**config.mk**
```make
export PLATFORM = sky130hd
export DESIGN_NAME = ckm_top
export DESIGN_NICKNAME = d
export VERILOG_FILES = /design/src/hdl/ckm_pkg.sv /design/src/hdl/ckm_settle_if.sv /design/src/hdl/ckm_settle.sv /design/src/hdl/ckm_top.sv
export SDC_FILE = /design/constraint.sdc
export NUM_CORES = 1
export LEC_CHECK = 0
export BUFFER_PORTS_ARGS = -buffer_cell sky130_fd_sc_hd__buf_2
export CORE_UTILIZATION = 49
export DETAILED_ROUTE_END_ITERATION = 6
export PLACE_DENSITY = 0.82
export SYNTH_ARGS = -nofsm -noshare
export SYNTH_HDL_FRONTEND = slang
export SYNTH_HIERARCHICAL = 1
export SYNTH_SLANG_ARGS = --single-unit
export TNS_END_PERCENT = 100
```
**constraint.sdc**
```tcl
create_clock -name REF_CLK_I -period 2 [get_ports REF_CLK_I]
set_input_delay 0.3 -clock REF_CLK_I [delete_from_list [all_inputs] [get_ports REF_CLK_I]]
set_output_delay 0.3 -clock REF_CLK_I [all_outputs]
set_load 0.01 [all_outputs]
```
**src/hdl/ckm_pkg.sv**
```systemverilog
// How it works
// - Hold ten-bit PLL settle count, wait ticks.
// - Tick is main clock/256, only oscillator on.
// - Both settle counts reset to 0xb0.
// - Both settle counters run together off one shared tick.
// - PLL count write needs key 0x59c1; key reads zero.
// - PLL count write ignored while PLL on.
// - Multiplier 2..20 taken; other values ignored.
// - PLL output is input clock times multiplier.
// - Bit 15 selects PLL output or half.
// - Multiplier write needs key 0x762d; reads zero.
// - Multiplier register write refused while PLL on.
// - Ten-bit oscillator count; software programs it.
// - Oscillator count write needs key 0xdb5a.
// - Divided clock is main/(2*(value+1)), reset 0x1f.
// - Divider write needs key 0xacdc; key reads zero.
// - PLL on status gates PLL register writes.
package ckm_pkg;

	////////////////////////////////////////////////////////////////////////////////
	// Register byte addresses.
	localparam logic [31:0] PST_ADDR  = 32'hffec000c;
	localparam logic [31:0] PD_ADDR   = 32'hffec0010;
	localparam logic [31:0] OS_ADDR   = 32'hffec0014;
	localparam logic [31:0] MAIN_DIVIDER_VALUE_ADDR = 32'hffec0018;
	localparam logic [31:0] STAT_ADDR = 32'hffec001c;

	////////////////////////////////////////////////////////////////////////////////
	// Write keys, carried in the upper half of the written word.
	localparam logic [15:0] PST_KEY  = 16'h59c1;
	localparam logic [15:0] PD_KEY   = 16'h762d;
	localparam logic [15:0] OS_KEY   = 16'hdb5a;
	localparam logic [15:0] MAIN_DIVIDER_VALUE_KEY = 16'hacdc;
	localparam int          KEY_LSB  = 16;

	////////////////////////////////////////////////////////////////////////////////
	// Field layout.
	localparam int SETTLE_W  = 10;
	localparam int MULT_W    = 5;
	localparam int DIV_W     = 7;
	localparam int HALF_BIT  = 15;
	localparam int PRE_W     = 8;
	localparam int PRESCALE  = 256;

	localparam logic [MULT_W-1:0] MULT_MIN = 5'h02;
	localparam logic [MULT_W-1:0] MULT_MAX = 5'h14;

	////////////////////////////////////////////////////////////////////////////////
	// Reset values.
	localparam logic [SETTLE_W-1:0] SETTLE_RESET = 10'h0b0;
	localparam logic [MULT_W-1:0]   MULT_RESET   = 5'h02;
	localparam logic [DIV_W-1:0]    DIV_RESET    = 7'h1f;

	////////////////////////////////////////////////////////////////////////////////
	// Settle counter states.
	typedef enum logic [1:0]
	{
		CKM_SETTLE_IDLE,
		CKM_SETTLE_COUNT,
		CKM_SETTLE_DONE
	} ckm_settle_state_t;

endpackage

```
**src/hdl/ckm_settle_if.sv**
```systemverilog
`timescale 1ns/1ps
`default_nettype none
// Links the top to one settle counter.
interface ckm_settle_if;
	logic                          enable;
	logic                          tick;
	logic [ckm_pkg::SETTLE_W-1:0]  load_value;
	logic                          stable;
	logic [ckm_pkg::SETTLE_W-1:0]  remaining;

	modport ctrl
	(
		output enable,
		output tick,
		output load_value,
		input  stable,
		input  remaining
	);

	modport unit
	(
		input  enable,
		input  tick,
		input  load_value,
		output stable,
		output remaining
	);
endinterface
`default_nettype wire

```
**src/hdl/ckm_settle.sv**
```systemverilog
`timescale 1ns/1ps
`default_nettype none
module ckm_settle
(
	input  wire logic    clk_i,
	input  wire logic    rst_n_i,
	ckm_settle_if.unit   port_u
);

	ckm_pkg::ckm_settle_state_t    state_q;
	ckm_pkg::ckm_settle_state_t    state_d;
	logic [ckm_pkg::SETTLE_W-1:0]  cnt_q;
	logic [ckm_pkg::SETTLE_W-1:0]  cnt_d;

	////////////////////////////////////////////////////////////////////////////////
	// Load on enable, count down on ticks, report stable at zero.
	always_comb
	begin
		state_d = state_q;
		cnt_d   = cnt_q;
		case (state_q)
			ckm_pkg::CKM_SETTLE_IDLE:
			begin
				if (port_u.enable)
				begin
					cnt_d   = port_u.load_value;
					state_d = (port_u.load_value == '0) ? ckm_pkg::CKM_SETTLE_DONE
						: ckm_pkg::CKM_SETTLE_COUNT;
				end
			end
			ckm_pkg::CKM_SETTLE_COUNT:
			begin
				if (!port_u.enable)
					state_d = ckm_pkg::CKM_SETTLE_IDLE;
				else if (port_u.tick)
				begin
					cnt_d = cnt_q - 1'b1;
					if (cnt_q == 10'h001)
						state_d = ckm_pkg::CKM_SETTLE_DONE;
				end
			end
			default:
			begin
				if (!port_u.enable)
					state_d = ckm_pkg::CKM_SETTLE_IDLE;
			end
		endcase
	end

	// State registers.
	always_ff @(posedge clk_i)
	begin
		if (!rst_n_i)
		begin
			state_q <= ckm_pkg::CKM_SETTLE_IDLE;
			cnt_q   <= '0;
		end
		else
		begin
			state_q <= state_d;
			cnt_q   <= cnt_d;
		end
	end

	// Stable only once the count has run out while the source stays on.
	assign port_u.stable    = (state_q == ckm_pkg::CKM_SETTLE_DONE) && port_u.enable;
	assign port_u.remaining = cnt_q;

	////////////////////////////////////////////////////////////////////////////////
	// Checks.
	property p_last_tick;
		@(posedge clk_i) disable iff (!rst_n_i)
		(state_q == ckm_pkg::CKM_SETTLE_COUNT && port_u.enable && port_u.tick
			&& cnt_q == 10'h001) |=> (state_q == ckm_pkg::CKM_SETTLE_DONE) && (cnt_q == '0);
	endproperty
	a_last_tick: assert property (p_last_tick) else $error("settle did not finish");

	property p_no_tick_hold;
		@(posedge clk_i) disable iff (!rst_n_i)
		(state_q == ckm_pkg::CKM_SETTLE_COUNT && port_u.enable && !port_u.tick)
			|=> $stable(cnt_q) && !port_u.stable;
	endproperty
	a_no_tick_hold: assert property (p_no_tick_hold) else $error("count moved without tick");

endmodule
`default_nettype wire

```
**src/hdl/ckm_top.sv**
```systemverilog
// The implementer's own choice: the strobed register port.
`timescale 1ns/1ps
`default_nettype none
module ckm_top
(
	input  wire logic        REF_CLK_I,
	input  wire logic        RST_N_I,
	input  wire logic [31:0] ADDR_I,
	input  wire logic [31:0] WDATA_I,
	input  wire logic        WR_I,
	input  wire logic        RD_I,
	output logic      [31:0] RDATA_O,
	input  wire logic        PLL_ON_STATUS_I,
	input  wire logic        MAIN_OSC_ON_STATUS_I,
	output logic      [4:0]  PLL_MULTIPLIER_O,
	output logic             PLL_HALF_SELECT_O,
	output logic             PLL_STABLE_O,
	output logic             OSC_STABLE_O,
	output logic             DIVIDED_CLOCK_O
);

	localparam logic [ckm_pkg::PRE_W-1:0] PRE_LAST = ckm_pkg::PRE_W'(ckm_pkg::PRESCALE - 1);

	if (ckm_pkg::PRESCALE != (1 << ckm_pkg::PRE_W))
	begin : g_bad_prescale
		$error("prescaler width does not match its ratio");
	end

	// Key check shared by all keyed registers.
	function automatic logic key_ok(input logic [31:0] data, input logic [15:0] key);
		return data[31:ckm_pkg::KEY_LSB] == key;
	endfunction

	logic [ckm_pkg::SETTLE_W-1:0] pll_settle_count_q;
	logic [ckm_pkg::SETTLE_W-1:0] pll_settle_count_d;
	logic [ckm_pkg::SETTLE_W-1:0] osc_settle_count_q;
	logic [ckm_pkg::SETTLE_W-1:0] osc_settle_count_d;
	logic [ckm_pkg::MULT_W-1:0]   pll_multiplier_q;
	logic [ckm_pkg::MULT_W-1:0]   pll_multiplier_d;
	logic                         pll_half_select_q;
	logic                         pll_half_select_d;
	logic [ckm_pkg::DIV_W-1:0]    main_divider_value_q;
	logic [ckm_pkg::DIV_W-1:0]    main_divider_value_d;
	logic [31:0]                  rdata_q;
	logic [31:0]                  rdata_d;
	logic [ckm_pkg::PRE_W-1:0]    pre_q;
	logic [ckm_pkg::PRE_W-1:0]    pre_d;
	logic                         tick_q;
	logic                         tick_d;
	logic [ckm_pkg::DIV_W-1:0]    div_cnt_q;
	logic [ckm_pkg::DIV_W-1:0]    div_cnt_d;
	logic                         divided_clock_q;
	logic                         divided_clock_d;
	logic [4:0]                   new_mult;

	ckm_settle_if pll_link ();
	ckm_settle_if osc_link ();

	////////////////////////////////////////////////////////////////////////////////
	// Register writes and reads.
	always_comb
	begin
		pll_settle_count_d   = pll_settle_count_q;
		osc_settle_count_d   = osc_settle_count_q;
		pll_multiplier_d     = pll_multiplier_q;
		pll_half_select_d    = pll_half_select_q;
		main_divider_value_d = main_divider_value_q;
		rdata_d              = '0;
		new_mult             = WDATA_I[ckm_pkg::MULT_W-1:0];
		if (WR_I)
		begin
			if (ADDR_I == ckm_pkg::PST_ADDR)
			begin
				// The PLL must be off and the key must match.
				if (key_ok(WDATA_I, ckm_pkg::PST_KEY) && !PLL_ON_STATUS_I)
					pll_settle_count_d = WDATA_I[ckm_pkg::SETTLE_W-1:0];
			end
			else if (ADDR_I == ckm_pkg::PD_ADDR)
			begin
				if (key_ok(WDATA_I, ckm_pkg::PD_KEY) && !PLL_ON_STATUS_I)
				begin
					pll_half_select_d = WDATA_I[ckm_pkg::HALF_BIT];
					// Out of range factors keep the previous one.
					if (new_mult >= ckm_pkg::MULT_MIN && new_mult <= ckm_pkg::MULT_MAX)
						pll_multiplier_d = new_mult;
				end
			end
			else if (ADDR_I == ckm_pkg::OS_ADDR)
			begin
				if (key_ok(WDATA_I, ckm_pkg::OS_KEY))
					osc_settle_count_d = WDATA_I[ckm_pkg::SETTLE_W-1:0];
			end
			else if (ADDR_I == ckm_pkg::MAIN_DIVIDER_VALUE_ADDR)
			begin
				if (key_ok(WDATA_I, ckm_pkg::MAIN_DIVIDER_VALUE_KEY))
					main_divider_value_d = WDATA_I[ckm_pkg::DIV_W-1:0];
			end
		end
		if (RD_I)
		begin
			// Key fields always read back as zero.
			if (ADDR_I == ckm_pkg::PST_ADDR)
				rdata_d = {22'h000000, pll_settle_count_q};
			else if (ADDR_I == ckm_pkg::PD_ADDR)
				rdata_d = {16'h0000, pll_half_select_q, 10'h000, pll_multiplier_q};
			else if (ADDR_I == ckm_pkg::OS_ADDR)
				rdata_d = {22'h000000, osc_settle_count_q};
			else if (ADDR_I == ckm_pkg::MAIN_DIVIDER_VALUE_ADDR)
				rdata_d = {25'h0000000, main_divider_value_q};
			else if (ADDR_I == ckm_pkg::STAT_ADDR)
				rdata_d = {8'h00, pll_link.remaining, osc_link.remaining,
					PLL_ON_STATUS_I, MAIN_OSC_ON_STATUS_I, pll_link.stable, osc_link.stable};
		end
	end

	// Register file flops.
	always_ff @(posedge REF_CLK_I)
	begin
		if (!RST_N_I)
		begin
			pll_settle_count_q   <= ckm_pkg::SETTLE_RESET;
			osc_settle_count_q   <= ckm_pkg::SETTLE_RESET;
			pll_multiplier_q     <= ckm_pkg::MULT_RESET;
			pll_half_select_q    <= 1'b0;
			main_divider_value_q <= ckm_pkg::DIV_RESET;
			rdata_q              <= '0;
		end
		else
		begin
			pll_settle_count_q   <= pll_settle_count_d;
			osc_settle_count_q   <= osc_settle_count_d;
			pll_multiplier_q     <= pll_multiplier_d;
			pll_half_select_q    <= pll_half_select_d;
			main_divider_value_q <= main_divider_value_d;
			rdata_q              <= rdata_d;
		end
	end

	////////////////////////////////////////////////////////////////////////////////
	// Stabilization time base: one tick per 256 clocks, only with the oscillator on.
	always_comb
	begin
		pre_d  = MAIN_OSC_ON_STATUS_I ? pre_q + 1'b1 : '0;
		tick_d = MAIN_OSC_ON_STATUS_I && (pre_q == PRE_LAST);
	end

	// Prescaler flops.
	always_ff @(posedge REF_CLK_I)
	begin
		if (!RST_N_I)
		begin
			pre_q  <= '0;
			tick_q <= 1'b0;
		end
		else
		begin
			pre_q  <= pre_d;
			tick_q <= tick_d;
		end
	end

	////////////////////////////////////////////////////////////////////////////////
	// Both counters share one tick, so they run down side by side.
	assign pll_link.enable     = PLL_ON_STATUS_I;
	assign pll_link.tick       = tick_q;
	assign pll_link.load_value = pll_settle_count_q;
	assign osc_link.enable     = MAIN_OSC_ON_STATUS_I;
	assign osc_link.tick       = tick_q;
	assign osc_link.load_value = osc_settle_count_q;

	ckm_settle u_pll_settle
	(
		.clk_i   (REF_CLK_I),
		.rst_n_i (RST_N_I),
		.port_u  (pll_link)
	);

	ckm_settle u_osc_settle
	(
		.clk_i   (REF_CLK_I),
		.rst_n_i (RST_N_I),
		.port_u  (osc_link)
	);

	////////////////////////////////////////////////////////////////////////////////
	// Divided clock: toggle each value+1 clocks, period 2*(value+1).
	always_comb
	begin
		div_cnt_d       = div_cnt_q + 1'b1;
		divided_clock_d = divided_clock_q;
		if (div_cnt_q >= main_divider_value_q)
		begin
			div_cnt_d       = '0;
			divided_clock_d = !divided_clock_q;
		end
	end

	// Divider flops.
	always_ff @(posedge REF_CLK_I)
	begin
		if (!RST_N_I)
		begin
			div_cnt_q       <= '0;
			divided_clock_q <= 1'b0;
		end
		else
		begin
			div_cnt_q       <= div_cnt_d;
			divided_clock_q <= divided_clock_d;
		end
	end

	// Outputs; the multiplier sets the PLL output to input clock times factor.
	assign RDATA_O           = rdata_q;
	assign PLL_MULTIPLIER_O  = pll_multiplier_q;
	assign PLL_HALF_SELECT_O = pll_half_select_q;
	assign PLL_STABLE_O      = pll_link.stable;
	assign OSC_STABLE_O      = osc_link.stable;
	assign DIVIDED_CLOCK_O   = divided_clock_q;

	////////////////////////////////////////////////////////////////////////////////
	// Checks.
	property p_pst_refused;
		@(posedge REF_CLK_I) disable iff (!RST_N_I)
		(WR_I && ADDR_I == ckm_pkg::PST_ADDR
			&& (WDATA_I[31:16] != ckm_pkg::PST_KEY || PLL_ON_STATUS_I)) |=> $stable(pll_settle_count_q);
	endproperty
	a_pst_refused: assert property (p_pst_refused) else $error("bad PLL count write taken");

	property p_pst_taken;
		@(posedge REF_CLK_I) disable iff (!RST_N_I)
		(WR_I && ADDR_I == ckm_pkg::PST_ADDR && WDATA_I[31:16] == ckm_pkg::PST_KEY
			&& !PLL_ON_STATUS_I) |=> pll_settle_count_q == $past(WDATA_I[9:0]);
	endproperty
	a_pst_taken: assert property (p_pst_taken) else $error("good PLL count write lost");

	property p_mult_range;
		@(posedge REF_CLK_I) disable iff (!RST_N_I)
		PLL_MULTIPLIER_O >= 5'h02 && PLL_MULTIPLIER_O <= 5'h14;
	endproperty
	a_mult_range: assert property (p_mult_range) else $error("multiplier out of range");

	property p_pd_locked;
		@(posedge REF_CLK_I) disable iff (!RST_N_I)
		(WR_I && ADDR_I == ckm_pkg::PD_ADDR && PLL_ON_STATUS_I)
			|=> $stable(pll_multiplier_q) && $stable(pll_half_select_q);
	endproperty
	a_pd_locked: assert property (p_pd_locked) else $error("PLL divider written while on");

	property p_pd_key;
		@(posedge REF_CLK_I) disable iff (!RST_N_I)
		(WR_I && ADDR_I == ckm_pkg::PD_ADDR && WDATA_I[31:16] == ckm_pkg::PD_KEY
			&& !PLL_ON_STATUS_I) |=> PLL_HALF_SELECT_O == $past(WDATA_I[15]);
	endproperty
	a_pd_key: assert property (p_pd_key) else $error("half select not taken");

	property p_os_key;
		@(posedge REF_CLK_I) disable iff (!RST_N_I)
		(WR_I && ADDR_I == ckm_pkg::OS_ADDR && WDATA_I[31:16] != ckm_pkg::OS_KEY)
			|=> $stable(osc_settle_count_q);
	endproperty
	a_os_key: assert property (p_os_key) else $error("bad oscillator key taken");

	property p_div_key;
		@(posedge REF_CLK_I) disable iff (!RST_N_I)
		(WR_I && ADDR_I == ckm_pkg::MAIN_DIVIDER_VALUE_ADDR && WDATA_I[31:16] != ckm_pkg::MAIN_DIVIDER_VALUE_KEY)
			|=> $stable(main_divider_value_q);
	endproperty
	a_div_key: assert property (p_div_key) else $error("bad divider key taken");

	property p_key_reads_zero;
		@(posedge REF_CLK_I) disable iff (!RST_N_I)
		RD_I |=> RDATA_O[31:16] == 16'h0000;
	endproperty
	a_key_reads_zero: assert property (p_key_reads_zero) else $error("key field read nonzero");

	property p_tick_needs_osc;
		@(posedge REF_CLK_I) disable iff (!RST_N_I)
		!MAIN_OSC_ON_STATUS_I |=> !tick_q ##1 !tick_q [*1];
	endproperty
	a_tick_needs_osc: assert property (p_tick_needs_osc) else $error("tick without oscillator");

	property p_div_toggle;
		@(posedge REF_CLK_I) disable iff (!RST_N_I)
		(div_cnt_q < main_divider_value_q) |=> $stable(DIVIDED_CLOCK_O);
	endproperty
	a_div_toggle: assert property (p_div_toggle) else $error("divided clock toggled early");

	property p_div_flip;
		@(posedge REF_CLK_I) disable iff (!RST_N_I)
		(div_cnt_q >= main_divider_value_q) |=> DIVIDED_CLOCK_O != $past(DIVIDED_CLOCK_O);
	endproperty
	a_div_flip: assert property (p_div_flip) else $error("divided clock missed toggle");

endmodule
`default_nettype wire

```
==> results.md <==
* Post-synthesis mux area share at 0.0634
* Area post-placement at 5770 µm²
* Die Area at between 10,000 and 15,000 µm²
* WL/cell at ~16 µm
* Core Box Area at 9860 µm²
* Antenna fix cells at 0
* Number of global-route vias before repair at 4,571
* Asr flop ratio synth at 0
* Synth area leader: dfxtp_1
* Max-slew violation count at 0
* Worst r2r dst: u_osc_settle/port_u.remaining[6]$_SDFFE_PN0P_
* Synthesized area at 5050 µm²
* Hold Path Class: input pin to flop
* Worst-Skew Late Latency at 0.38 ns
* Initial antenna violation count at 0
* Crit path max fanout at 10
* Compound-cell area share of the yosys netlist at 0.154
* Gate count of the mapped netlist at between 500 and 600
* Post-Layout Cell Count at about 830
* Met3 wire len at around 1200 µm
* Post-synth cell types at 67
* Crit path buf inv count at 2
* Iteration-0 DRC Markers at just over 300
* CP Launch Type: flop
* Setup TNS at 0 ns
* Clk pin slew, worst setup/hold paths at ~0.10 ns
* Syn avg cell area at between 8 and 9 µm²
* Cell Chain, Critical Path: inv_1 > ha_1 > inv_1 > or4_1 > mux2i_1 > a21oi_1
* Slack of the critical path at approximately 0.24 ns
* Cts hold-fix bufs at 0
* IR drop worst, VDD at between 300 and 400 µV
* Xor/xnor cell area share of the yosys netlist at 0.0191
* Routed wl met2 at between 6000 and 7000 µm
* Reg2Reg Setup Slack at 0.24 ns
* Static Leakage at roughly 2.7 nW
* Worst-Margin Slew at between 0.5 and 0.6 ns
* CP delay by family, top: simple AND/OR/NAND/NOR gates
* Final Hold Viols at 0
* Setup crit end kind: flop
* Worst Setup SP: u_osc_settle/port_u.remaining[0]$_SDFFE_PN0P_
* Worst path depth at 6
* DRC viols at 0
* Grt total ovfl at 0
* Die H at approximately 100 µm
* Synth area leaders: dfxtp_1, mux2i_1, nor2_1
* FF+latch count, synth at 98
* CTS-repair resized insts at 0
* Post-synth EDFFs at 0
* Post-Synth Adder-Cell Area at 0.0322
* Max_cap viols at 0
* Register area share after synthesis at 0.388
* Top-area cell type share of the netlist area at 0.388
* Non-Filler Cell Area, Final at roughly 6000 µm²
* Slowest cell on crit path: or4_1
* Share of layout cells above drive strength 1 at 0.227
* Highest clock rate at roughly 570 MHz
* M1 WL at 5520 µm
* Area delta synth->final at 18.3%
* Synth warn at 6
* Top FF cell, synth: dfxtp_1
* # rows at 36
* Number of setup violations in the final report at 0
* Total global-route track usage at 0.257
* Drt first pass iters at 5
* Cell mode on critical path: inv_1
* Pwr/cell area at about 650 nW/µm²
* CTS Sinks at 98
* RSZ-0062 raised after global routing: no
* TritonCTS clock tree: built
* Via-to-Cell Ratio at ~6
* Pre-CTS setup slack at -0.0966 ns
* Status: finished, final reports clean
* Clk_skew at around 0.008 ns
* Pin count of the biggest net entering global routing at 46
* Initial Utilization at 0.512
* DP Cell Count at between 800 and 900
* Worst setup path category: flop to flop
* Final-stage net count at a little under 800
* Reg2Reg Depth at 6
* Critical Path Sink: u_osc_settle/port_u.remaining[6]$_SDFFE_PN0P_
* Fin crit share at 0.878
* Largest buffer count on any clock path at 2
* Die W at between 100 and 150 µm
* WP data required at between 2 and 2.5 ns
* IO Port Bufs at 97
* Total CTS buffers at 9
* Clock Tree Root: clkbuf_8
* H-tree Lvls at 3
* FF-to-FF Start: u_osc_settle/port_u.remaining[0]$_SDFFE_PN0P_
* Max incr delay on CP at approximately 0.52 ns
* Arr. time, crit path at a little over 2 ns
* Synth Area in Simple Gates at 0.284
* First-pass GRT wire length at between 20,000 and 25,000 µm
* Top sig layer: met4
* Relative slew slack at 0.653
* Ports at approximately 110
* DP Wirelength at between 10,000 and 15,000 µm
* Final WL at 13,600 µm
* # Post-CTS Setup Buffers at 0
* Largest family of logic cells by synthesized area: simple AND/OR/NAND/NOR gates
* Routability Congestion at 1.03
* Tmin final at 1.76 ns
* Vias at between 4,000 and 5,000
* Post-route ant nets at 0
==> report_power, final <==
group / total, W / switching (W) / internal (W)
sequential: 0.00207 / 0.0000750 / 0.00199
combinational: 0.000465 / 0.000256 / 0.000210
clock: 0.00132 / 0.000705 / 0.000619
total: 0.00386 / 0.00104 / 0.00282
==> cell usage after synthesis, types with 3 or more instances <==
cell type  instances
dfxtp_1           98
nor2_1            51
nand2_1           47
mux2i_1           32
nand3_1           28
a21oi_1           27
inv_1             24
o21ai_0           21
clkbuf_1          18
nor3_1            18
and3_1            16
nand4_1           15
and2_1            13
ha_1              13
a31oi_1           10
nor4b_1           10
o211a_1           10
buf_4              8
nand3b_1           7
nor2b_1            7
nor4_1             7
o211ai_1           6
xnor2_1            6
and4_1             5
buf_2              5
xor2_1             5
nand2b_1           4
o221ai_1           4
o31ai_1            4
o32ai_1            4
a211oi_1           3
o21ai_1            3
or4_1              3
or4_4              3
==> worst min-delay path, stage by stage <==
cell	delay (ns)
buf_2	0.10
nand2_1	0.08
mux2i_1	0.07
==> metrics by stage <==
| step | total power (W) | hold WS (ns) | util |
|---|---|---|---|
| after floorplan | 0.00239 | 0.413 | - |
| after global placement | 0.00254 | 0.428 | 0.585 |
| after detailed placement | 0.00257 | 0.437 | 0.585 |
| after CTS | 0.00387 | 0.195 | 0.606 |
| after global routing | 0.00401 | 0.212 | 0.606 |
| final | 0.00386 | 0.207 | 0.606 |
==> per-layer routing <==
metal	vias up	GRT usage
met5	-	0
met4	0	0.138
met3	41	0.0447
met2	252	0.421
met1	2294	0.322
li1	2347	-
==> area by class of cell <==
cell class | count | area (µm²)
fillers | 877 | 3890
multi-input cells | 433 | 2820
flip-flops and latches | 98 | 1960
repair buffers | 127 | 723
well taps | 133 | 166
clock buffers | 11 | 141
inverters | 26 | 97.6
clock inverters | 5 | 63.8
==> logic make-up after synthesis <==
kind of cell	Yosys count
multiplexers	32
other	1
XOR/XNOR	11
buffers and inverters	61
AND/OR/NAND/NOR	255
flip-flops	98
AO/OA/AOI/OAI	114
adder cells (fa/ha/maj)	13
==> sequential cells by signal, summed over array words and instances, names as in the netlist <==
register / cells
DIVIDED_CLOCK_O: 1
PLL_HALF_SELECT_O: 1
PLL_MULTIPLIER_O: 5
RDATA_O: 24
div_cnt_q: 7
main_divider_value_q: 7
osc_link.load_value: 10
osc_link.tick: 1
pll_link.load_value: 10
pre_q: 8
u_osc_settle/port_u.remaining: 10
u_osc_settle/state_q: 2
u_pll_settle/port_u.remaining: 10
u_pll_settle/state_q: 2
==> cells in the final DEF (no fill, tap or decap), types with 4 or more instances in the layout <==
cell,synthesis,final
o31ai_1,4,4
and4_1,5,5
nand3_1,28,28
nand2_1,47,47
nand4_1,15,15
buf_2,5,97
nor3_1,18,18
mux2i_1,32,32
a31oi_1,10,10
nand3b_1,7,7
nor2_1,51,51
clkbuf_8,2,10
xor2_1,5,5
and3_1,16,16
buf_4,8,29
nand2b_1,4,4
conb_1,1,8
xnor2_1,6,6
inv_1,24,24
o32ai_1,4,4
nor2b_1,7,7
o211ai_1,6,6
and2_1,13,13
a21oi_1,27,27
o21ai_0,21,21
dfxtp_1,98,98
o221ai_1,4,4
nor4b_1,10,10
o211a_1,10,10
ha_1,13,13
nor4_1,7,7
==> worst min path at each step <==
stage                         from                                   end  slack, ns  cells after the start
6_report                WDATA_I[9]   pll_link.load_value[9]$_SDFFE_PN0P_       0.21                      3
3_5_place_dp   pre_q[0]$_SDFF_PN0_                   pre_q[0]$_SDFF_PN0_       0.44                      1
2_1_floorplan  pre_q[0]$_SDFF_PN0_                   pre_q[0]$_SDFF_PN0_       0.41                      1
4_1_cts                 WDATA_I[9]   pll_link.load_value[9]$_SDFFE_PN0P_       0.19                      3
3_3_place_gp   pre_q[0]$_SDFF_PN0_                   pre_q[0]$_SDFF_PN0_       0.43                      1
5_1_grt                 WDATA_I[5]  main_divider_value_q[5]$_SDFFE_PN0P_       0.21                      3
(Power assumes the default switching activity.)
